===== src/hw/sms_pkg.sv =====
// Package of constants for the serial master/slave port.
// Functional notes
// - Transfer is 8 or 16 shift pulses
// - Completion sets flag, enable gates request
// - Completed word copied to receive holding buffer
// - Full holding buffer: overflow, word dropped
// - Overflow set: slave-mode clock edges are ignored
// - Transfer end: store rx, load pending tx
// - One data address: write tx, read rx
// - Master starts transfer on data write
// - Clock pin output as master, input as slave
// - Slave select is active low
// - Master clock is primary times secondary division; the code rounds odd products down to even, minimum two
// - Enable bit hands pins to port
// - Idle-stop halts module in idle
// - Overflow flag readable, cleared by software
// - Transmit full set on write, cleared on load
// - Receive full set on store, cleared on read
// - Separate error interrupt for overflow
// - Sixteen-bit shift register plus buffer
// - Width select: sixteen when set, else eight
// - Clock idle-high selects polarity
// - Output edge select chooses change edge
// - Sample phase (master only): end or middle of bit
package sms_pkg;
  localparam logic [3:0] SMS_ADDR_STAT = 4'h0;
  localparam logic [3:0] SMS_ADDR_CON1 = 4'h2;
  localparam logic [3:0] SMS_ADDR_CON2 = 4'h4;
  localparam logic [3:0] SMS_ADDR_BUF = 4'h8;
  localparam logic [3:0] SMS_ADDR_IRQ = 4'hA;
  localparam int SMS_STAT_EN = 15;
  localparam int SMS_STAT_SIDL = 13;
  localparam int SMS_STAT_ROV = 6;
  localparam int SMS_STAT_TBF = 1;
  localparam int SMS_STAT_RBF = 0;
  localparam int SMS_CON1_W16 = 10;
  localparam int SMS_CON1_SMP = 9;
  localparam int SMS_CON1_CKE = 8;
  localparam int SMS_CON1_SELECT_PIN_ENABLE = 7;
  localparam int SMS_CON1_CKP = 6;
  localparam int SMS_CON1_MST = 5;
  localparam int SMS_CON1_SPRE = 2;
  localparam int SMS_CON1_PPRE = 0;
  localparam int SMS_IRQ_FLAG = 0;
  localparam int SMS_IRQ_EN = 1;
  localparam logic [15:0] SMS_CON1_MASK = 16'h07FF;
  localparam logic [15:0] SMS_STAT_RST = 16'h0000;
  localparam logic [15:0] SMS_CON1_RST = 16'h0000;
  localparam logic [15:0] SMS_CON2_MASK = 16'hE002;
  localparam logic [4:0] SMS_BITS_BYTE = 5'h08;
  localparam logic [4:0] SMS_BITS_WORD = 5'h10;
  typedef enum logic [1:0] {SMS_IDLE = 2'b00, SMS_LEAD = 2'b01, SMS_TRAIL = 2'b11} sms_state_e;
endpackage : sms_pkg


===== src/hw/sms_sync.sv =====
// Two-stage synchroniser for the serial pins.
module sms_sync
  import sms_pkg::*;
(
  input wire logic clk_sys,
  input wire logic nrst,
  input wire logic d,
  output logic q
);
  logic meta_q;

  always_ff @(posedge clk_sys or negedge nrst)
  begin
    if (!nrst)
    begin
      meta_q <= 1'b0;
      q <= 1'b0;
    end
    else
    begin
      meta_q <= d;
      q <= meta_q;
    end
  end
endmodule : sms_sync


===== src/hw/sms_prescale.sv =====
// Two-stage prescaler giving the master half-bit tick.
module sms_prescale
  import sms_pkg::*;
(
  input wire logic clk_sys,
  input wire logic nrst,
  input wire logic ce,
  input wire logic run,
  input wire logic [1:0] ppre,
  input wire logic [2:0] spre,
  output logic tick
);
  logic [8:0] cnt_q;
  logic [8:0] half_d;
  logic [6:0] prim;
  logic [3:0] sec;

  // Full period is primary times secondary, rounded down to even with a floor of two cycles; the tick marks each half period.
  always_comb
  begin
    unique case (ppre)
      2'b11: prim = 7'd1;
      2'b10: prim = 7'd4;
      2'b01: prim = 7'd16;
      default: prim = 7'd64;
    endcase
    sec = 4'd8 - {1'b0, spre};
    // The slowest setting needs a half period of 256 cycles, hence nine bits.
    half_d = 9'((14'(prim) * 14'(sec)) >> 1);
    if (half_d == 9'd0)
      half_d = 9'd1;
  end

  always_ff @(posedge clk_sys or negedge nrst)
  begin
    if (!nrst)
      cnt_q <= 9'd0;
    else if (ce)
    begin
      if (!run || tick)
        cnt_q <= 9'd0;
      else
        cnt_q <= cnt_q + 9'd1;
    end
  end

  assign tick = run && (cnt_q == half_d - 9'd1);
endmodule : sms_prescale


===== src/hw/sms_port.sv =====
// Serial master/slave port with register access, shifter and buffers.
module sms_port
  import sms_pkg::*;
(
  input wire logic clk_sys,
  input wire logic nrst,
  input wire logic ce,
  input wire logic idle_mode,
  input wire logic [3:0] addr,
  input wire logic [15:0] wdata,
  input wire logic wr,
  input wire logic rd,
  output logic [15:0] rdata,
  input wire logic shift_clock_pin_i,
  output logic shift_clock_pin_o,
  output logic shift_clock_pin_oe_n,
  input wire logic serial_in_pin,
  output logic serial_out_pin,
  output logic serial_out_pin_oe_n,
  input wire logic slave_select_pin_n,
  output logic transfer_irq,
  output logic error_irq
);
  logic module_enable_q;
  logic idle_stop_q;
  logic receive_overflow_q;
  logic tx_buffer_full_q;
  logic rx_buffer_full_q;
  logic transfer_irq_flag_q;
  logic transfer_irq_enable_q;
  logic [15:0] control_one_q;
  logic [15:0] control_two_q;
  logic [15:0] transmit_holding_buffer_q;
  logic [15:0] receive_holding_buffer_q;
  logic [15:0] shift_register_q;
  logic [4:0] bit_cnt_q;
  logic sck_q;
  logic sdo_q;
  logic sck_prev_q;
  sms_state_e state_q;
  logic sck_s;
  logic sdi_s;
  logic ss_s;
  logic run;
  logic master;
  logic cke;
  logic clock_idle_high;
  logic input_sample_phase;
  logic [4:0] nbits;
  logic tick;
  logic done;
  logic data_wr;
  logic data_rd;
  logic lead_edge;
  logic trail_edge;
  logic slave_sel;
  logic shift_edge;
  logic sample_edge;
  logic [15:0] shifted;
  logic next_out;

  sms_sync u_sync_sck (.clk_sys(clk_sys), .nrst(nrst), .d(shift_clock_pin_i), .q(sck_s));
  sms_sync u_sync_sdi (.clk_sys(clk_sys), .nrst(nrst), .d(serial_in_pin), .q(sdi_s));
  sms_sync u_sync_ss (.clk_sys(clk_sys), .nrst(nrst), .d(slave_select_pin_n), .q(ss_s));

  assign master = control_one_q[SMS_CON1_MST];
  assign cke = control_one_q[SMS_CON1_CKE];
  assign clock_idle_high = control_one_q[SMS_CON1_CKP];
  assign input_sample_phase = control_one_q[SMS_CON1_SMP];
  assign nbits = control_one_q[SMS_CON1_W16] ? SMS_BITS_WORD : SMS_BITS_BYTE;
  // The port runs only when enabled and not stopped by idle mode.
  assign run = ce && module_enable_q && !(idle_stop_q && idle_mode);
  assign data_wr = wr && (addr == SMS_ADDR_BUF);
  assign data_rd = rd && (addr == SMS_ADDR_BUF);
  assign slave_sel = !control_one_q[SMS_CON1_SELECT_PIN_ENABLE] || !ss_s;

  sms_prescale u_pre (
    .clk_sys(clk_sys),
    .nrst(nrst),
    .ce(ce),
    .run(run && master && (state_q != SMS_IDLE)),
    .ppre(control_one_q[1:0]),
    .spre(control_one_q[4:2]),
    .tick(tick)
  );

  // Leading edge leaves idle level, trailing edge returns to it.
  always_comb
  begin
    if (master)
    begin
      lead_edge = tick && (state_q == SMS_LEAD);
      trail_edge = tick && (state_q == SMS_TRAIL);
    end
    else
    begin
      lead_edge = (sck_s != sck_prev_q) && ((sck_s ^ clock_idle_high) == 1'b1);
      trail_edge = (sck_s != sck_prev_q) && ((sck_s ^ clock_idle_high) == 1'b0);
      lead_edge = lead_edge && slave_sel && !receive_overflow_q && state_q != SMS_IDLE;
      trail_edge = trail_edge && slave_sel && !receive_overflow_q && state_q != SMS_IDLE;
    end
  end

  // Output changes on trailing edge when CKE set, else on leading edge.
  assign shift_edge = cke ? trail_edge : lead_edge;
  // In master mode end-of-bit sampling moves to the shift edge.
  assign sample_edge = (master && input_sample_phase) ? shift_edge : (cke ? lead_edge : trail_edge);
  // Each sample shifts the received bit in at the bottom of the register.
  assign shifted = {shift_register_q[14:0], sdi_s};
  // When sampling and shifting meet, the next output bit sits one below the top.
  assign next_out = sample_edge
                    ? (control_one_q[SMS_CON1_W16] ? shift_register_q[14] : shift_register_q[6])
                    : (control_one_q[SMS_CON1_W16] ? shift_register_q[15] : shift_register_q[7]);
  // The transfer ends with the last sample, so the last received bit is kept.
  assign done = sample_edge && (bit_cnt_q == nbits - 5'd1);

  always_ff @(posedge clk_sys or negedge nrst)
  begin
    if (!nrst)
      sck_prev_q <= 1'b0;
    else if (ce)
      sck_prev_q <= sck_s;
  end

  // Transfer sequencing and the shifter.
  always_ff @(posedge clk_sys or negedge nrst)
  begin
    if (!nrst)
    begin
      state_q <= SMS_IDLE;
      shift_register_q <= 16'h0000;
      bit_cnt_q <= 5'h00;
      sdo_q <= 1'b0;
      sck_q <= 1'b0;
    end
    else if (!run)
    begin
      state_q <= SMS_IDLE;
      bit_cnt_q <= 5'h00;
      sck_q <= clock_idle_high;
    end
    else
    begin
      unique case (state_q)
        SMS_IDLE:
        begin
          sck_q <= clock_idle_high;
          if (tx_buffer_full_q)
          begin
            // Loading the word; the first bit goes out at the load, before the first clock edge.
            shift_register_q <= transmit_holding_buffer_q;
            sdo_q <= control_one_q[SMS_CON1_W16] ? transmit_holding_buffer_q[15]
                                                   : transmit_holding_buffer_q[7];
            bit_cnt_q <= 5'h00;
            state_q <= SMS_LEAD;
          end
        end
        SMS_LEAD, SMS_TRAIL:
        begin
          if (lead_edge || trail_edge)
          begin
            if (master)
              sck_q <= lead_edge ? !clock_idle_high : clock_idle_high;
            state_q <= lead_edge ? SMS_TRAIL : SMS_LEAD;
          end
          if (sample_edge)
          begin
            shift_register_q <= shifted;
            bit_cnt_q <= bit_cnt_q + 5'h01;
          end
          // With the edge select clear the first bit already stands from the load.
          if (shift_edge && (cke || bit_cnt_q != 5'h00))
            sdo_q <= next_out;
          if (done)
          begin
            state_q <= SMS_IDLE;
            bit_cnt_q <= 5'h00;
          end
        end
        default:
          state_q <= SMS_IDLE;
      endcase
    end
  end

  // Register writes and buffer/status flags; hardware sets win over clears.
  always_ff @(posedge clk_sys or negedge nrst)
  begin
    if (!nrst)
    begin
      module_enable_q <= 1'b0;
      idle_stop_q <= 1'b0;
      receive_overflow_q <= 1'b0;
      tx_buffer_full_q <= 1'b0;
      rx_buffer_full_q <= 1'b0;
      transfer_irq_flag_q <= 1'b0;
      transfer_irq_enable_q <= 1'b0;
      control_one_q <= SMS_CON1_RST;
      control_two_q <= SMS_STAT_RST;
      transmit_holding_buffer_q <= 16'h0000;
      receive_holding_buffer_q <= 16'h0000;
    end
    else if (ce)
    begin
      if (wr && addr == SMS_ADDR_STAT)
      begin
        module_enable_q <= wdata[SMS_STAT_EN];
        idle_stop_q <= wdata[SMS_STAT_SIDL];
        if (!wdata[SMS_STAT_ROV])
          receive_overflow_q <= 1'b0;
      end
      if (wr && addr == SMS_ADDR_CON1)
        control_one_q <= wdata & SMS_CON1_MASK;
      if (wr && addr == SMS_ADDR_CON2)
        control_two_q <= wdata & SMS_CON2_MASK;
      if (wr && addr == SMS_ADDR_IRQ)
      begin
        transfer_irq_enable_q <= wdata[SMS_IRQ_EN];
        if (!wdata[SMS_IRQ_FLAG])
          transfer_irq_flag_q <= 1'b0;
      end
      if (data_wr)
      begin
        transmit_holding_buffer_q <= wdata;
        tx_buffer_full_q <= 1'b1;
      end
      else if (run && state_q == SMS_IDLE && tx_buffer_full_q)
        tx_buffer_full_q <= 1'b0;
      if (data_rd)
        rx_buffer_full_q <= 1'b0;
      if (data_rd)
        receive_overflow_q <= receive_overflow_q;
      if (run && done)
      begin
        transfer_irq_flag_q <= 1'b1;
        if (rx_buffer_full_q && !data_rd)
          receive_overflow_q <= 1'b1;
        else
        begin
          // Byte mode keeps the word in the low bits.
          receive_holding_buffer_q <= control_one_q[SMS_CON1_W16] ? shifted
                                      : {8'h00, shifted[7:0]};
          rx_buffer_full_q <= 1'b1;
        end
      end
    end
  end

  always_ff @(posedge clk_sys or negedge nrst)
  begin
    if (!nrst)
      rdata <= 16'h0000;
    else if (ce && rd)
    begin
      unique case (addr)
        SMS_ADDR_STAT: rdata <= {module_enable_q, 1'b0, idle_stop_q, 6'h00,
                                 receive_overflow_q, 4'h0, tx_buffer_full_q, rx_buffer_full_q};
        SMS_ADDR_CON1: rdata <= control_one_q;
        SMS_ADDR_CON2: rdata <= control_two_q;
        SMS_ADDR_BUF: rdata <= receive_holding_buffer_q;
        SMS_ADDR_IRQ: rdata <= {14'h0000, transfer_irq_enable_q, transfer_irq_flag_q};
        default: rdata <= 16'h0000;
      endcase
    end
  end

  assign transfer_irq = transfer_irq_flag_q && transfer_irq_enable_q;
  assign error_irq = receive_overflow_q;
  assign shift_clock_pin_o = master ? sck_q : clock_idle_high;
  assign shift_clock_pin_oe_n = !(module_enable_q && master);
  assign serial_out_pin = sdo_q;
  assign serial_out_pin_oe_n = !(module_enable_q && (master || slave_sel));

  a_done_irq: assert property (@(posedge clk_sys) disable iff (!nrst)
    (ce && run && done) |=> transfer_irq_flag_q) else $error("no flag after transfer");
  a_ovf_keep: assert property (@(posedge clk_sys) disable iff (!nrst)
    (ce && run && done && rx_buffer_full_q && !data_rd) |=> $stable(receive_holding_buffer_q))
    else $error("overflow overwrote buffer");
  a_tbf_set: assert property (@(posedge clk_sys) disable iff (!nrst)
    (ce && data_wr) |=> tx_buffer_full_q) else $error("tx full not set");
  a_rbf_clear: assert property (@(posedge clk_sys) disable iff (!nrst)
    (ce && data_rd && !(run && done)) |=> !rx_buffer_full_q) else $error("rx full kept");
  a_irq_gate: assert property (@(posedge clk_sys) disable iff (!nrst)
    !transfer_irq_enable_q |-> !transfer_irq) else $error("irq not gated");
  a_clk_dir: assert property (@(posedge clk_sys) disable iff (!nrst)
    (module_enable_q && !master) |-> shift_clock_pin_oe_n) else $error("slave drives clock");
  a_ovf_stall: assert property (@(posedge clk_sys) disable iff (!nrst)
    (!master && receive_overflow_q) |-> !(lead_edge || trail_edge))
    else $error("edge taken in overflow");
  a_bit_count: assert property (@(posedge clk_sys) disable iff (!nrst)
    state_q != SMS_IDLE |-> bit_cnt_q <= SMS_BITS_WORD) else $error("bit count overrun");
  a_ss_release: assert property (@(posedge clk_sys) disable iff (!nrst)
    (module_enable_q && !master && control_one_q[SMS_CON1_SELECT_PIN_ENABLE] && ss_s)
    |-> serial_out_pin_oe_n) else $error("deselected slave drives");
endmodule : sms_port


===== config.mk =====
export PLATFORM = sky130hd
export DESIGN_NAME = sms_port
export DESIGN_NICKNAME = d
export VERILOG_FILES = /design/src/hw/sms_pkg.sv /design/src/hw/sms_sync.sv /design/src/hw/sms_prescale.sv /design/src/hw/sms_port.sv
export SDC_FILE = /design/constraint.sdc
export NUM_CORES = 1
export LEC_CHECK = 0
export BUFFER_PORTS_ARGS = -buffer_cell sky130_fd_sc_hd__buf_2
export CAP_MARGIN = 20
export CELL_PAD_IN_SITES_DETAIL_PLACEMENT = 0
export CELL_PAD_IN_SITES_GLOBAL_PLACEMENT = 2
export CORE_MARGIN = 5
export CORE_UTILIZATION = 40
export CTS_CLUSTER_DIAMETER = 50
export CTS_CLUSTER_SIZE = 12
export DETAILED_ROUTE_END_ITERATION = 10
export HOLD_SLACK_MARGIN = 0.12
export PLACE_DENSITY = 0.86
export SYNTH_ARGS = -nofsm -noshare
export SYNTH_HDL_FRONTEND = slang
export SYNTH_SLANG_ARGS = --single-unit

===== constraint.sdc =====
create_clock -name clk_sys -period 7.81 [get_ports clk_sys]
set_input_delay 0.781 -clock clk_sys [delete_from_list [all_inputs] [get_ports clk_sys]]
set_output_delay 0.781 -clock clk_sys [all_outputs]
set_load 0.005 [all_outputs]

# Yosys cells after proc, flatten, opt, wreduce, memory -nomap -nowiden
# Cells that the tools add are included.
# op_classes
addsub	5
multipliers	1
eq_ne	22
muxes	51
bitwise_logic	3
n_reduce_logical	69
# ops
op	count
$pmux W16 S5	1
$mux W16	3
$logic_and A1 B1 Y1	33
$pmux W16 S2	1
$mux W1	29
$mux W5	5
$pmux W7 S3	1
$mux W9	2
$reduce_and A2 Y1	7
$reduce_and A3 Y1	4
$mul A7 B4 Y10	1
$mux W2	5
$pmux W5 S2	1
$add A9 B1 Y9 const B	1
$eq A9 B9 Y1	1
$logic_not A1 Y1	9
$logic_not A9 Y1	1
$ne A3 B3 Y1 const B	3
$sub A9 B1 Y9 const B	1
$eq A4 B4 Y1 const B	2
$ne A4 B4 Y1 const B	2
$reduce_and A4 Y1	2
$reduce_bool A2 Y1	4
$eq A2 B2 Y1 const B	3
20 further kinds	29
# totals
regBits	111
in_bits	29
output_inout_bits	22
wordCells	176

# Depth between registers and ports, before layout
# Gate-level depths: netlist (run 1).
# depth
ltp_word	16
depth_mapped	25
mapped_depth_nobuf	24

# Cells and area by module
# A second synthesis (run 1) with hierarchy kept.
# hier_totals
cells_unflattened	568
area_unflattened_um2	6027.0
# modules_own_cells
mod	instances	cells_each	area_per_inst_um2	seq_area_each_um2
sms_port	1	404	4578.1	2402.3
sms_prescale	1	158	1298.7	225.2
sms_sync	3	2	50.0	50.0

# Least setup slack after synthesis (run 1)
# Ideal clock, no wire load.
# synth_path
path_type	register to register
start	register control_one_q[2]
end	register receive_holding_buffer_q[6]
setup_time_ns	0.125
arrival_time_ns	5.444
required_time_ns	7.685
setup_slack_ns	2.241
stages_incl_launch_ff	24
n_path_buf	1
period_less_slack_ns	5.569
cell_sequence	dfrtp_1 inv_1 ha_1 inv_1 nor2_1 ha_1 fa_1 ha_1 a21o_2 a41o_1 xnor3_2 nand4_1 and2_1 ha_1 nor3b_1 and2_1 inv_1 nor4_1 mux2i_1 a211oi_4 a41oi_4 nor4_4 buf_8 mux2_4
# synth_between
elab_chain_len	14
word_cells_on_any_way	17
cone_classes	add/sub: 2; mul: 1; eq/ne: 1; mux: 6; reduce/logical: 7
# synth_rtl
item	line	text
from (decl)	sms_port.sv:31	logic [15:0] control_one_q;
from (signal assigned)	sms_port.sv:213	control_one_q <= wdata & SMS_CON1_MASK;
$sub A4 B3 Y4 *	sms_prescale.sv:27	sec = 4'd8 - {1'b0, spre};
$mul A7 B4 Y10 *	sms_prescale.sv:29	half_d = 9'((14'(prim) * 14'(sec)) >> 1);
$logic_not A9 Y1	sms_prescale.sv:30	if (half_d == 9'd0)
$mux W9 *	sms_prescale.sv:30	
$sub A9 B1 Y9 *	sms_prescale.sv:47	assign tick = run && (cnt_q == half_d - 9'd1);
$eq A9 B9 Y1 *	sms_prescale.sv:47	
$logic_and A1 B1 Y1 *	sms_prescale.sv:47	
$logic_and A1 B1 Y1 (on tied branches)	sms_port.sv:93, sms_port.sv:92	
$mux W1	sms_port.sv:90	if (master)
$mux W1 (on tied branches)	sms_port.sv:107, sms_port.sv:105	
$mux W1 *	sms_port.sv:107	assign sample_edge = (master && input_sample_phase) ? shift_edge : (cke ? lead_edge : trail_edge);
$logic_and A1 B1 Y1 *	sms_port.sv:115	assign done = sample_edge && (bit_cnt_q == nbits - 5'd1);
$logic_and A1 B1 Y1 *	sms_port.sv:233	if (run && done)
$reduce_and A3 Y1 (no line) *	n/a	
to (signal assigned)	sms_port.sv:241	receive_holding_buffer_q <= control_one_q[SMS_CON1_W16] ? shifted
to (decl)	sms_port.sv:34	logic [15:0] receive_holding_buffer_q;
# Every way passes the cells marked *; elsewhere a longest branch is shown, timed or not.
# A chain may end at the register's enable or synchronous reset.

# Final worst setup path (run 1)
# layout_path
start	register control_one_q[2]
end	register receive_holding_buffer_q[15]
# The elaborated chain is that of the path after synthesis.

==> results_dict.tcl, run 1 <==
set metrics [dict create \
    synth-seq-cells 111 \
    vias_per_cell 5.55 \
    clock-sinks 111 \
    timing.final.crit_share_pct 85.6 \
    cts_inserted_buffers 9 \
    slew_headroom_pct 30.8 \
    ir_worst_vdd_uv 135 \
    die_width_um 133 \
    finalClockSkew_ns 0.0121 \
    fill_cells 1387 \
    drc_errors 0 \
    p_per_area_nw_per_um2 240 \
    drtPass1Iterations 4 \
    vias 4360 \
    netlist.area_leader.share_pct 46.1 \
    syn_inst 555 \
    fin_setup_tns_ns 0 \
    cts_tree "built" \
    p_leak_nw 3.16 \
    fin_cells 785 \
    yosysMostFrequentCell "dfrtp_1" \
    p_total_mw 1.61 \
    io_pins 51 \
    crit_path_max_fanout 13 \
    yosysTopAreaCell "dfrtp_1" \
    synthTopCellsByCount "dfrtp_1 (111), mux2_2 (62), nand2_1 (48)" \
    maxSlewViolCount 0 \
    core_area_um2 14600 \
    cp-start-kind "register" \
    dp.cells 769 \
    grt_pass1_wl_mm 24.6 \
    antenna_cells 0 \
    final_core_util_pct 45.9 \
    rsz0062_at_grt "false" \
    cts_resized 0 \
    clockRootBuffer "clkbuf_16" \
    io_buffers 50 \
    antenna_found_initial 1 \
    wirelength_mm 15.0 \
    path_clk_slew_ns 0.08 \
    final-setup-viol-count 0 \
    initial_utilization_pct 41.1 \
    criticalPathCategory "register to register" \
    cts_hold_buf 0 \
    die_y_um 133 \
    yosys-top-cells-area "dfrtp_1 (46%), mux2_2 (12%), mux2i_1 (4.0%)" \
    postCtsSetupBuffers 0 \
    die-area_um2 17600 \
    grt_use_total_pct 17.6 \
    hold_viol 0 \
    avgSynthCellArea_um2 10.9 \
    dp_hpwl_mm 11.0 \
    period_minus_slack_ns 6.69 \
    ys.flop_type "dfrtp_1" \
    routabilityCongestion 0.809 \
    wl_per_cell_um 19.2 \
    num-nets-final 641 \
    holdCritPathClass "register to register" \
    ys_async_sr_fraction_pct 100 \
    ys_types 65 \
    htreeDepth 3 \
    row_count 44 \
    seq_area_frac_synth_pct 46.1 \
    fmax_mhz 150 \
    first_global_vias 4536 \
    synth_edf_count 0 \
    drive_above_1_share_pct 25.0 \
    status "completed" \
    antenna_left 0 \
    grt_max_degree 73 \
    area_growth_pct 11.6 \
    critPathCaptureType "register" \
    critical_path_arrival_ns 6.98 \
    clk_latency_ns 0.36 \
    drt-initial-drc-count 188 \
    tightest_slew_ns 1.03 \
    synth_area_um2 6020 \
    overflow 0 \
    synth_nets 600 \
    cap_violations 0 \
    clk_path_buf_depth 2 \
    required_ns 8.10 \
    ys_warn_count 0 \
]
critical path, stage by stage, from the launching register on:
cell and delay, ns:
dfrtp_1 0.40, inv_1 0.14, ha_1 0.19, xor2_1 0.33, nor2_1 0.12, fa_1 0.56, ha_1 0.27, a21o_2 0.24
a41o_1 0.25, xnor3_2 0.42, nand4_1 0.15, and2_1 0.14, ha_1 0.18, nor3b_1 0.39, and2_1 0.24, inv_1 0.06
nor4_1 0.27, mux2i_1 0.19, a211oi_4 0.32, a41oi_4 0.29, nor4_4 0.95, buf_4 0.29, mux2i_1 0.20
cells in the final DEF (no fill, tap or decap), types with 16 or more instances in the layout:
cell type and n:
dfrtp_1 111, mux2_2 62, buf_2 49, nand2_1 48, nor2_1 38, inv_1 34, mux2i_1 24, o21ai_0 21
nand3_1 16
state kept, by name, summed over array words and instances (netlist names), 2 cells and up:
register / flops
transmit_holding_buffer_q: 16
control_two_q: 4
rdata: 16
shift_register_q: 16
bit_cnt_q: 5
receive_holding_buffer_q: 16
control_one_q: 11
state_q: 2
u_pre.cnt_q: 9
where the power goes:
part	switching, mW	total, mW	internal (mW)
registers	0.0690	0.716	0.647
clock network	0.230	0.462	0.232
logic	0.234	0.435	0.201
total	0.532	1.61	1.08
area by class of cell:
cell class / instances / area (um^2) / share of cell area (%)
inverter: 34 / 128 / 1.90
clock inverter: 5 / 47.5 / 0.707
multi-input combinational: 384 / 3000 / 44.6
sequential: 111 / 2780 / 41.3
tap: 184 / 230 / 3.43
timing repair buffer: 56 / 298 / 4.43
clock buffer: 11 / 243 / 3.61
per-layer routing:
metal  track usage (%)  vias up  part of all wire, %
met5                 0        -                0.073
met4              5.25        2                  1.3
met3              4.21       18                  4.5
met2              28.7       89                   48
met1              23.5     2180                   46
li1                  -     2071                    -
logic make-up (layout without fill, tap and decap cells):
family                   count (synthesis)  in the layout  share of synthesized area (%)
multiplexers                            91             91                           17.3
XOR/XNOR                                25             25                           3.88
buffers and inverters                   60            106                           4.13
flip-flops                             111            111                           46.1
AO/OA/AOI/OAI                           83             83                           10.6
adder cells (fa/ha/maj)                 16             16                           3.57
AND/OR/NAND/NOR                        169            169                           14.5
per-stage QoR:
stage	instance area, um^2	hold WS [ns]	setup WS (ns)
6_report	6720	0.352	1.12
5_1_grt	6720	0.364	0.781
4_1_cts	6720	0.354	1.21
3_5_place_dp	6430	0.335	1.19
3_3_place_gp	6430	0.336	1.54
2_1_floorplan	6020	0.331	2.24
final timing paths:
path | to | cells after the start | slack (ns) | start
worst min-delay path | u_sync_sdi.q$_DFF_PN0_ | 0 | 0.35 | u_sync_sdi.meta_q$_DFF_PN0_
worst max register to register | receive_holding_buffer_q[15]$_DFFE_PN0P_ | 22 | 1.12 | control_one_q[2]$_DFFE_PN0P_
max in group asynchronous | sck_q$_DFFE_PN0P_ | 2 | 6.10 | nrst
worst max-delay path | receive_holding_buffer_q[15]$_DFFE_PN0P_ | 22 | 1.12 | control_one_q[2]$_DFFE_PN0P_
min in group asynchronous | u_pre.cnt_q[8]$_DFFE_PN0P_ | 1 | 0.39 | nrst
worst min register to register | u_sync_sdi.q$_DFF_PN0_ | 0 | 0.35 | u_sync_sdi.meta_q$_DFF_PN0_
(Power assumes the default switching activity.)
==> run 2, diff against run 1 <==
--- a/config.mk
+++ b/config.mk
@@ -16,6 +16,7 @@
 export DETAILED_ROUTE_END_ITERATION = 10
 export HOLD_SLACK_MARGIN = 0.12
 export PLACE_DENSITY = 0.86
+export RECOVER_POWER = 25
 export SYNTH_ARGS = -nofsm -noshare
 export SYNTH_HDL_FRONTEND = slang
 export SYNTH_SLANG_ARGS = --single-unit
==> run 2 against run 1 <==
  * The flow now finishes with violations (capacitance limit, slew limit)
  * Core utilization decreased by 0.094 points
  * Global-route usage unchanged
  * Hold slack about the same
  * Total power decreased by 0.12%
  * Cell count unchanged
  * Via count about the same
  * Largest power group unchanged
  * Highest routed layer unchanged
==> results_dict.tcl, run 2 (synthesis gave the netlist of run 1 again) <==
set metrics [dict create \
    cts_tree "built" \
    multi_input_area_um2 3000 \
    path_clk_slew_ns 0.08 \
    post-route-cell-area_um2 6710 \
    critical_path_arrival_ns 6.96 \
    cap_violations 1 \
    reg2reg_slack_ns 1.13 \
    wl_per_cell_um 19.1 \
    required_ns 8.10 \
    antenna_found_initial 1 \
    fill_cells 1395 \
    maxSlewViolCount 41 \
    cp-start-kind "register" \
    die_width_um 133 \
    ir_worst_vdd_uv 135 \
    slowest_stage "nor4_4" \
    drc_errors 0 \
    worst_path_largest_cell_delay_ns 0.94 \
    timing.final.crit_share_pct 85.5 \
    cp_common_cell "ha_1" \
    final-setup-viol-count 0 \
    first_global_vias 4536 \
    drtPass1Iterations 5 \
    finalClockSkew_ns 0.0108 \
    cts_inserted_buffers 9 \
    vias_per_cell 5.56 \
    routabilityCongestion 0.809 \
    clk_latency_ns 0.36 \
    clockRootBuffer "clkbuf_16" \
    wirelength_mm 15.0 \
    p_total_mw 1.61 \
    area_growth_pct 11.3 \
    grt_use_total_pct 17.6 \
    antenna_cells 0 \
    tightest_slew_ns 2.24 \
    drt-initial-drc-count 196 \
    clk_path_buf_depth 2 \
    io_pins 51 \
    grt_max_degree 73 \
    placed_area_um2 6430 \
    htreeDepth 3 \
    die_y_um 133 \
    hold_viol 0 \
    core_area_um2 14600 \
    num-nets-final 641 \
    dp_hpwl_mm 11.0 \
    violations "capacitance limit, slew limit" \
    p_per_area_nw_per_um2 240 \
    period_minus_slack_ns 6.68 \
    path_cells "inv_1 > ha_1 > xor2_1 > nor2_1 > fa_1 > ha_1 > a21o_2 > a41o_1 > xnor3_2 > nand4_1 > and2_1 > ha_1 > nor3b_1 > and2_1 > inv_1 > nor4_1 > mux2i_1 > a211oi_4 > a41oi_4 > nor4_4 > buf_4 > mux2i_1" \
    vias 4362 \
    critPathCaptureType "register" \
    rsz0062_at_grt "false" \
    cp.buffers_inverters 3 \
    final_common_cell "dfrtp_1" \
    crit_path_max_fanout 13 \
    criticalPathCategory "register to register" \
    cts_hold_buf 0 \
    clock-sinks 111 \
    postCtsSetupBuffers 0 \
    holdCritPathClass "register to register" \
    die-area_um2 17600 \
    overflow 0 \
    layout_common_cells "dfrtp_1 (111), mux2_2 (62), nand2_1 (48)" \
    slew_headroom_pct -49.6 \
    fin_setup_tns_ns 0 \
    regArea_um2 2780 \
    antenna_left 0 \
    cts_resized 0 \
    drive_above_1_share_pct 23.8 \
    cp_top_family "simple AND/OR/NAND/NOR gates" \
    row_count 44 \
    io_buffers 50 \
    fin_cells 785 \
    status "finished with violations" \
    dp.cells 769 \
    initial_utilization_pct 41.1 \
    grt_pass1_wl_mm 24.6 \
    fmax_mhz 150 \
    p_leak_nw 3.13 \
]
==> run 2: cell count changes in the layout (fill, tap and decap cells not counted) <==
cell	previous run	this run
clkbuf_1	1	8
buf_2	49	44
buf_4	7	5
==> run 2: power by group <==
group | internal (mW) | switching (mW) | leakage [nW]
Clock | 0.232 | 0.229 | 0.140
Combinational | 0.201 | 0.233 | 1.57
Sequential | 0.647 | 0.0690 | 1.42
==> run 2: cell type report <==
| cell class | instances | area share, % |
|---|---|---|
| Multi-Input combinational cell | 384 | 44.7 |
| Sequential cell | 111 | 41.4 |
| Timing Repair Buffer | 56 | 4.23 |
| Clock buffer | 11 | 3.62 |
| Tap cell | 184 | 3.43 |
| Inverter | 34 | 1.90 |
| Clock inverter | 5 | 0.709 |
==> run 2: through the flow <==
stage / hold WS (ns) / util (%) / setup WS, ns
detailed placement: 0.335 / 43.9 / 1.19
CTS: 0.354 / 45.9 / 1.21
global placement: 0.336 / 43.9 / 1.54
floorplan: 0.331 / - / 2.24
global route: 0.364 / 45.8 / 0.781
finish: 0.353 / 45.8 / 1.13
==> run 2: path summary, 6_finish.rpt <==
path,from,endpoint,depth (start not counted)
setup / recovery,control_one_q[2]$_DFFE_PN0P_,receive_holding_buffer_q[15]$_DFFE_PN0P_,22
hold / removal,u_sync_sdi.meta_q$_DFF_PN0_,u_sync_sdi.q$_DFF_PN0_,0
setup reg to reg,control_one_q[2]$_DFFE_PN0P_,receive_holding_buffer_q[15]$_DFFE_PN0P_,22
hold reg to reg,u_sync_sdi.meta_q$_DFF_PN0_,u_sync_sdi.q$_DFF_PN0_,0
max in group asynchronous,nrst,sck_q$_DFFE_PN0P_,2
min in group asynchronous,nrst,u_pre.cnt_q[8]$_DFFE_PN0P_,1
==> run 2: metal layers <==
layer / vias up / routed length (um) / global-route usage (%)
met5: - / 11 / 0
met4: 2 / 190 / 5.25
met3: 18 / 658 / 4.21
met2: 94 / 7180 / 28.7
met1: 2179 / 6980 / 23.5
li1: 2069 / - / -
==> run 2: worst register-to-register path, stage by stage (launching register included) <==
cell and delay, ns:
dfrtp_1 0.40, inv_1 0.14, ha_1 0.19, xor2_1 0.32, nor2_1 0.12, fa_1 0.56
ha_1 0.27, a21o_2 0.24, a41o_1 0.25, xnor3_2 0.42, nand4_1 0.15, and2_1 0.14
ha_1 0.18, nor3b_1 0.39, and2_1 0.24, inv_1 0.06, nor4_1 0.27, mux2i_1 0.19
a211oi_4 0.33, a41oi_4 0.30, nor4_4 0.94, buf_4 0.30, mux2i_1 0.20
